===== config.mk =====
export PLATFORM = sky130hd
export DESIGN_NAME = svdc_top
export DESIGN_NICKNAME = d
export VERILOG_FILES = /design/src/hw/svdc_pkg.sv /design/src/hw/svdc_sync.sv /design/src/hw/svdc_avalon.sv /design/src/hw/svdc_top.sv
export SDC_FILE = /design/constraint.sdc
export NUM_CORES = 1
export LEC_CHECK = 0
export BUFFER_PORTS_ARGS = -buffer_cell sky130_fd_sc_hd__buf_2
export CORE_MARGIN = 1.5
export CORE_UTILIZATION = 35
export DETAILED_ROUTE_END_ITERATION = 8
export PLACE_DENSITY = 0.81
export SLEW_MARGIN = 30
export SYNTH_ARGS = -nofsm -noshare
export SYNTH_HDL_FRONTEND = slang
export SYNTH_HIERARCHICAL = 1
export SYNTH_SLANG_ARGS = --single-unit
export TNS_END_PERCENT = 100

===== constraint.sdc =====
create_clock -name CLK_SYS -period 1.9 [get_ports CLK_SYS]
set_input_delay 0.285 -clock CLK_SYS [delete_from_list [all_inputs] [get_ports CLK_SYS]]
set_output_delay 0.285 -clock CLK_SYS [all_outputs]
set_load 0.01 [all_outputs]

===== src/hw/svdc_pkg.sv =====
// Contract
// Enable bit D0 starts and stops monitoring.
// Result reads 1 below threshold, else 0.
// Flag sets on low supply while enabled.
// Flag stays set after supply recovers.
// Request asserted when flag and mask set.
// Mask resets to 0, blocking requests.
// Interrupt uses vector 9, offset 0x24.
// Four-bit threshold code, reset 0x0.
// Registers 8 bits, unused bits read 0.
// Software writes 0 to reserved bits.
// Enable bit resets to 0.
// Software waits 500 us before polling result.
// Handler clears flag before returning.
// Clear flag before setting the mask.
// Handler reads live result bit.
// Disable detection when not needed.
// Result is read-only, undefined after reset.
// Writing 1 clears flag; 0 no effect.
// Low-speed oscillator runs before enabling.
// Comparator output synchronised before use.
// Set beats clear in same cycle.
/*
 * Constants of the supply voltage detect control block: register
 * offsets, field positions, reset values and the interrupt vector.
 * Assumes byte addressing on a 32-bit Avalon-MM bus; the printed
 * offsets are indices, the byte address being four times the index.
 */
package svdc_pkg;

   // ****************************************************************
   // Register map.
   // ****************************************************************
   localparam logic [15:0] IDX_DETECT_ENABLE    = 16'h5100;
   localparam logic [15:0] IDX_THRESHOLD_SELECT = 16'h5101;
   localparam logic [15:0] IDX_DETECT_RESULT    = 16'h5102;
   localparam logic [15:0] IDX_INTERRUPT_MASK   = 16'h5103;
   localparam logic [15:0] IDX_INTERRUPT_FLAG   = 16'h5104;
   localparam int          ADDR_W               = 18;
   localparam int          REG_W                = 8;
   localparam int          CODE_W               = 4;

   // ****************************************************************
   // Fields and resets.
   // ****************************************************************
   localparam int              BIT_D0           = 0;
   localparam logic            RST_ENABLE       = 1'b0;
   localparam logic            RST_MASK         = 1'b0;
   localparam logic            RST_FLAG         = 1'b0;
   localparam logic [3:0]      RST_CODE         = 4'h0;
   localparam logic [7:0]      IRQ_VECTOR       = 8'h09;
   localparam logic [7:0]      IRQ_VECTOR_OFS   = 8'h24;
   localparam logic [31:0]     READ_UNMAPPED    = 32'h0000_0000;

   // Bus slave states, Gray coded.
   typedef enum logic [1:0] {
      SVDC_IDLE = 2'b00,
      SVDC_DONE = 2'b01
   } svdc_bus_e;

   // Byte address of a register index.
   function automatic logic [17:0] svdc_byte_addr(input logic [15:0] idx);
      svdc_byte_addr = {idx, 2'b00};
   endfunction : svdc_byte_addr

endpackage : svdc_pkg


===== src/hw/svdc_sync.sv =====
/*
 * Two-flop synchroniser for the asynchronous comparator output.
 * Assumes one clock domain and an asynchronous active-low reset.
 */
`timescale 1ns/1ps
module svdc_sync
(
   input  wire logic clk,
   input  wire logic reset_n,
   input  wire logic async_in,
   output logic      sync_out
);
   logic meta_reg;

   // The first stage feeds only the second stage.
   always_ff @(posedge clk or negedge reset_n)
   begin
      if (!reset_n)
      begin
         meta_reg <= 1'b0;
         sync_out <= 1'b0;
      end
      else
      begin
         meta_reg <= async_in;
         sync_out <= meta_reg;
      end
   end
endmodule : svdc_sync


===== src/hw/svdc_avalon.sv =====
/*
 * Avalon-MM slave front end: one wait state, then a one-cycle answer.
 * Assumes the master holds its request until waitrequest is low.
 */
`timescale 1ns/1ps
module svdc_avalon
(
   input  wire logic        clk,
   input  wire logic        reset_n,
   input  wire logic        read,
   input  wire logic        write,
   output logic             waitrequest,
   output logic             rd_stb,
   output logic             wr_stb
);
   svdc_pkg::svdc_bus_e state_reg;

   // Every access waits one cycle, giving registered read data time
   // to settle before the answer edge.
   always_ff @(posedge clk or negedge reset_n)
   begin
      if (!reset_n)
         state_reg <= svdc_pkg::SVDC_IDLE;
      else
      begin
         case (state_reg)
            svdc_pkg::SVDC_IDLE:
               if (read || write)
                  state_reg <= svdc_pkg::SVDC_DONE;
            default:
               state_reg <= svdc_pkg::SVDC_IDLE;
         endcase
      end
   end

   // Handshake outputs are combinational.
   always_comb
   begin
      waitrequest = (read || write) && (state_reg != svdc_pkg::SVDC_DONE);
      rd_stb      = read && (state_reg == svdc_pkg::SVDC_DONE);
      wr_stb      = write && (state_reg == svdc_pkg::SVDC_DONE);
   end
endmodule : svdc_avalon


===== src/hw/svdc_top.sv =====
/*
 * Supply voltage detect control: registers over Avalon-MM, control of
 * the analog comparator, sticky low-voltage flag and interrupt request.
 * Assumes the comparator output is asynchronous and the interrupt
 * controller takes a level request.
 */
`timescale 1ns/1ps
module svdc_top
(
   input  wire logic        CLK_SYS,
   input  wire logic        RESET_N,
   input  wire logic [17:0] AVS_ADDRESS,
   input  wire logic        AVS_READ,
   input  wire logic        AVS_WRITE,
   input  wire logic [31:0] AVS_WRITEDATA,
   input  wire logic [3:0]  AVS_BYTEENABLE,
   output logic [31:0]      AVS_READDATA,
   output logic             AVS_WAITREQUEST,
   output logic             COMPARATOR_ENABLE,
   output logic [3:0]       THRESHOLD_CODE,
   input  wire logic        COMPARATOR_BELOW,
   output logic             IRQ_REQUEST,
   output logic [7:0]       IRQ_VECTOR_NUMBER
);
   logic        wr_stb;
   logic        below_sync;
   logic        detect_enable_bit_reg;
   logic [3:0]  threshold_code_reg;
   logic        low_voltage_irq_enable_reg;
   logic        low_voltage_flag_reg;
   logic        low_voltage_flag_next;
   logic        below_threshold_result;
   logic        flag_set;
   logic        flag_clear;
   logic        hit_en;
   logic        hit_code;
   logic        hit_res;
   logic        hit_mask;
   logic        hit_flag;
   logic [31:0] read_next;

   // ****************************************************************
   // Bus front end and comparator synchroniser.
   // ****************************************************************
   svdc_avalon u_bus
   (
      .clk         (CLK_SYS),
      .reset_n     (RESET_N),
      .read        (AVS_READ),
      .write       (AVS_WRITE),
      .waitrequest (AVS_WAITREQUEST),
      .rd_stb      (),
      .wr_stb      (wr_stb)
   );

   svdc_sync u_sync
   (
      .clk      (CLK_SYS),
      .reset_n  (RESET_N),
      .async_in (COMPARATOR_BELOW),
      .sync_out (below_sync)
   );

   // ****************************************************************
   // Address decode.
   // ****************************************************************
   always_comb
   begin
      hit_en   = 1'b0;
      hit_code = 1'b0;
      hit_res  = 1'b0;
      hit_mask = 1'b0;
      hit_flag = 1'b0;
      if (AVS_ADDRESS ==
          svdc_pkg::svdc_byte_addr(svdc_pkg::IDX_DETECT_ENABLE))
         hit_en = 1'b1;
      else if (AVS_ADDRESS ==
               svdc_pkg::svdc_byte_addr(svdc_pkg::IDX_THRESHOLD_SELECT))
         hit_code = 1'b1;
      else if (AVS_ADDRESS ==
               svdc_pkg::svdc_byte_addr(svdc_pkg::IDX_DETECT_RESULT))
         hit_res = 1'b1;
      else if (AVS_ADDRESS ==
               svdc_pkg::svdc_byte_addr(svdc_pkg::IDX_INTERRUPT_MASK))
         hit_mask = 1'b1;
      else if (AVS_ADDRESS ==
               svdc_pkg::svdc_byte_addr(svdc_pkg::IDX_INTERRUPT_FLAG))
         hit_flag = 1'b1;
   end

   // ****************************************************************
   // Control registers.
   // ****************************************************************
   // Only the low byte lane carries register data; reserved bits
   // written by software are simply dropped.
   always_ff @(posedge CLK_SYS or negedge RESET_N)
   begin
      if (!RESET_N)
         detect_enable_bit_reg <= svdc_pkg::RST_ENABLE;
      else if (wr_stb && hit_en && AVS_BYTEENABLE[0])
         detect_enable_bit_reg <= AVS_WRITEDATA[svdc_pkg::BIT_D0];
   end

   // Code 0x0 is reserved but stored as written; the comparator is
   // left to treat it as it will.
   always_ff @(posedge CLK_SYS or negedge RESET_N)
   begin
      if (!RESET_N)
         threshold_code_reg <= svdc_pkg::RST_CODE;
      else if (wr_stb && hit_code && AVS_BYTEENABLE[0])
         threshold_code_reg <= AVS_WRITEDATA[svdc_pkg::CODE_W-1:0];
   end

   // Mask resets closed so no request leaves before software asks.
   always_ff @(posedge CLK_SYS or negedge RESET_N)
   begin
      if (!RESET_N)
         low_voltage_irq_enable_reg <= svdc_pkg::RST_MASK;
      else if (wr_stb && hit_mask && AVS_BYTEENABLE[0])
         low_voltage_irq_enable_reg <= AVS_WRITEDATA[svdc_pkg::BIT_D0];
   end

   // ****************************************************************
   // Detection result and sticky flag.
   // ****************************************************************
   // The result is meaningful only while detection runs; gating with
   // the enable blocks the comparator level while detection is off, but
   // the stopped comparator's level still held in the synchroniser sets the flag in the two cycles after enabling.
   always_comb
   begin
      below_threshold_result = below_sync;
      flag_set   = detect_enable_bit_reg && below_sync;
      flag_clear = wr_stb && hit_flag && AVS_BYTEENABLE[0]
                   && AVS_WRITEDATA[svdc_pkg::BIT_D0];
      low_voltage_flag_next = low_voltage_flag_reg;
      if (flag_set)
         low_voltage_flag_next = 1'b1;
      else if (flag_clear)
         low_voltage_flag_next = 1'b0;
   end

   always_ff @(posedge CLK_SYS or negedge RESET_N)
   begin
      if (!RESET_N)
         low_voltage_flag_reg <= svdc_pkg::RST_FLAG;
      else
         low_voltage_flag_reg <= low_voltage_flag_next;
   end

   // ****************************************************************
   // Read data path.
   // ****************************************************************
   always_comb
   begin
      read_next = svdc_pkg::READ_UNMAPPED;
      if (hit_en)
         read_next[svdc_pkg::BIT_D0] = detect_enable_bit_reg;
      else if (hit_code)
         read_next[svdc_pkg::CODE_W-1:0] = threshold_code_reg;
      else if (hit_res)
         read_next[svdc_pkg::BIT_D0] = below_threshold_result;
      else if (hit_mask)
         read_next[svdc_pkg::BIT_D0] = low_voltage_irq_enable_reg;
      else if (hit_flag)
         read_next[svdc_pkg::BIT_D0] = low_voltage_flag_reg;
   end

   // Read data are loaded during the wait cycle and stand at the answer.
   always_ff @(posedge CLK_SYS or negedge RESET_N)
   begin
      if (!RESET_N)
         AVS_READDATA <= svdc_pkg::READ_UNMAPPED;
      else if (AVS_READ && AVS_WAITREQUEST)
         AVS_READDATA <= read_next;
   end

   // ****************************************************************
   // Outputs to comparator and interrupt controller.
   // ****************************************************************
   always_comb
   begin
      COMPARATOR_ENABLE = detect_enable_bit_reg;
      THRESHOLD_CODE    = threshold_code_reg;
      IRQ_REQUEST       = low_voltage_flag_reg
                          && low_voltage_irq_enable_reg;
      IRQ_VECTOR_NUMBER = svdc_pkg::IRQ_VECTOR;
   end
endmodule : svdc_top


==> flow_metrics.env <==
export IMPL_drive_gt1_frac=0.415
export IMPL_die_h_um=56.9
export IMPL_final_util=0.412
export IMPL_clock_sinks=14
export IMPL_status="completed"
export IMPL_syn_avg_cell_area_um2=10.7
export IMPL_post_drt_wl_per_cell_um=9.80
export IMPL_finalHoldViolations=0
export IMPL_reg2reg_from="u_bus/state_reg[0]"
export IMPL_whs_endpoint="u_sync/meta_reg"
export IMPL_clock_skew_ns=0.000880
export IMPL_cts_root_buf="clkbuf_4"
export IMPL_clock_latency_ns=0.27
export IMPL_final_cells=166
export IMPL_hold_start="COMPARATOR_BELOW"
export IMPL_routed_via_density=4.33
export IMPL_critPathCaptureType="flip-flop"
export IMPL_drv_cap=0
export IMPL_placed_cell_area_um2=1100
export IMPL_r2r_cells=5
export IMPL_rsz0062_at_grt="false"
export IMPL_htree_levels=1
export IMPL_syn_inst=95
export IMPL_placementRows=19
export IMPL_crit_fanout=4
export IMPL_routed_wl_um=1630
export IMPL_drtIter0Drc=6
export IMPL_ir_drop_v=0.000401
export IMPL_cp_arrival_ns=1.77
export IMPL_setup_viol=0
export IMPL_dpl_cell_count=162
export IMPL_gp_congestion=0.745
export IMPL_drc=0
export IMPL_finalCritPeriodShare=0.849
export IMPL_grt_pass1_vias=628
export IMPL_rrSetupSlack_ns=0.29
export IMPL_nets=196
export IMPL_boundaryPins=106
export IMPL_start_util=0.369
export IMPL_synthToLayoutAreaGrowth_pct=11.7
export IMPL_antenna_cells=0
export IMPL_finalMaxSlewViolations=0
export IMPL_min_path_type="input port to flip-flop"
export IMPL_netlist_area_um2=1020
export IMPL_criticalPathCategory="flip-flop to flip-flop"
export IMPL_die_area_um2=3240
export IMPL_grt_ovfl_total=0
export IMPL_cts_tree="built"
export IMPL_reg2reg_to="THRESHOLD_CODE[0]"
export IMPL_grt_pass1_wl_um=2600
export IMPL_postRouteAntennaNets=0
export IMPL_period_needed_ns=1.61
export IMPL_port_buffers=38
export IMPL_hpwl_um=1440
export IMPL_clkSlewWorstSetupHoldPaths_ns=0.07
export IMPL_grt_antenna_before_repair=0
export IMPL_fin_area_um2=1140
export IMPL_min_path_cells=1
export IMPL_critPathLaunchType="flip-flop"
export IMPL_core_um2=2760
export IMPL_cts_resized=0
export IMPL_grtUsageTotal=0.102
export IMPL_holdWs_ns=0.115
export IMPL_dr_pass1_iters=2
export IMPL_max_freq_ghz=0.620
export IMPL_worstPathRequired_ns=2.06
export IMPL_power_per_cell_area_nw_per_um2=499
export IMPL_grt_max_degree=15
export IMPL_setup_tns_final_ns=0
export IMPL_fp_dieW_um=56.9
export IMPL_cts_buffers=3
export IMPL_clk_path_buf_depth=2
export IMPL_yosys_warnings=6
export IMPL_via_count=719
export IMPL_p_leak_nw=0.631
==> critical path: stages (launching register included) <==
cell and delay [ns]:
dfrtp_1 0.35, and2_2 0.13, and2_0 0.12, nand4_1 0.23
nor3_4 0.34, mux2_4 0.33
==> layout by cell type (no fill, tap or decap) <==
| master | n |
|---|---|
| and4_1 | 1 |
| nor2_1 | 2 |
| mux2_2 | 2 |
| nor4_4 | 1 |
| and2_0 | 1 |
| nand4_1 | 2 |
| a21oi_1 | 2 |
| dfrtp_1 | 14 |
| and2_1 | 1 |
| nor3_1 | 2 |
| o21ba_1 | 2 |
| nand4b_4 | 1 |
| conb_1 | 36 |
| o21ai_0 | 1 |
| and3b_2 | 1 |
| nand2_1 | 5 |
| and2_2 | 1 |
| clkbuf_4 | 3 |
| nor4b_2 | 2 |
| nor2b_1 | 1 |
| nor3_4 | 1 |
| dlygate4sd3_1 | 1 |
| mux2i_1 | 1 |
| inv_1 | 1 |
| o41ai_1 | 1 |
| buf_2 | 38 |
| mux2_4 | 4 |
| a22o_1 | 3 |
| nor3b_1 | 1 |
| nor4_2 | 2 |
| nand3_1 | 1 |
==> layout make-up <==
| type | instances | area [um^2] |
|---|---|---|
| Clock buffer | 3 | 22.5 |
| Fill cell | 274 | 1620 |
| Tap cell | 31 | 38.8 |
| Sequential cell | 14 | 350 |
| Inverter | 1 | 3.75 |
| Timing Repair Buffer | 39 | 200 |
| Multi-Input combinational cell | 78 | 520 |
==> stage by stage <==
stage	power [mW]	setup slack, ns
2_1_floorplan	0.419	0.387
3_3_place_gp	0.414	0.0920
3_5_place_dp	0.415	0.0700
4_1_cts	0.574	0.242
5_1_grt	0.601	0.149
6_report	0.567	0.288
==> metal layers <==
metal	GRT usage	vias to the layer above	share of wire
met4	0.0299	0	0.0080
met3	0.0207	2	0.11
met2	0.182	57	0.48
li1	-	341	-
met5	0	-	0
met1	0.123	319	0.40
==> timing repair <==
action / CTS / global route
setup buffers: 0 / 0
setup endpoints to repair: 0 / 0
hold buffers: 1 / 0
hold endpoints to repair: 14 / 0
==> how the worst max path moves through the flow <==
| stage | end | slack (ns) | startpoint |
|---|---|---|---|
| global route | THRESHOLD_CODE[2] | 0.15 | u_bus/state_reg[0] |
| global placement | THRESHOLD_CODE[2] | 0.09 | AVS_ADDRESS[11] |
| detailed placement | THRESHOLD_CODE[2] | 0.07 | AVS_ADDRESS[1] |
| finish | THRESHOLD_CODE[0] | 0.29 | u_bus/state_reg[0] |
| CTS | THRESHOLD_CODE[2] | 0.24 | u_bus/state_reg[0] |
| floorplan | THRESHOLD_CODE[0] | 0.39 | AVS_ADDRESS[5] |
==> power by group <==
part           leakage (nW)  internal [mW]  switching, mW
logic                 0.433         0.0373         0.0685
clock network        0.0138         0.0734         0.0835
registers             0.184          0.302        0.00210
total                 0.631          0.413          0.154
Power figures use the tool's default switching activity.
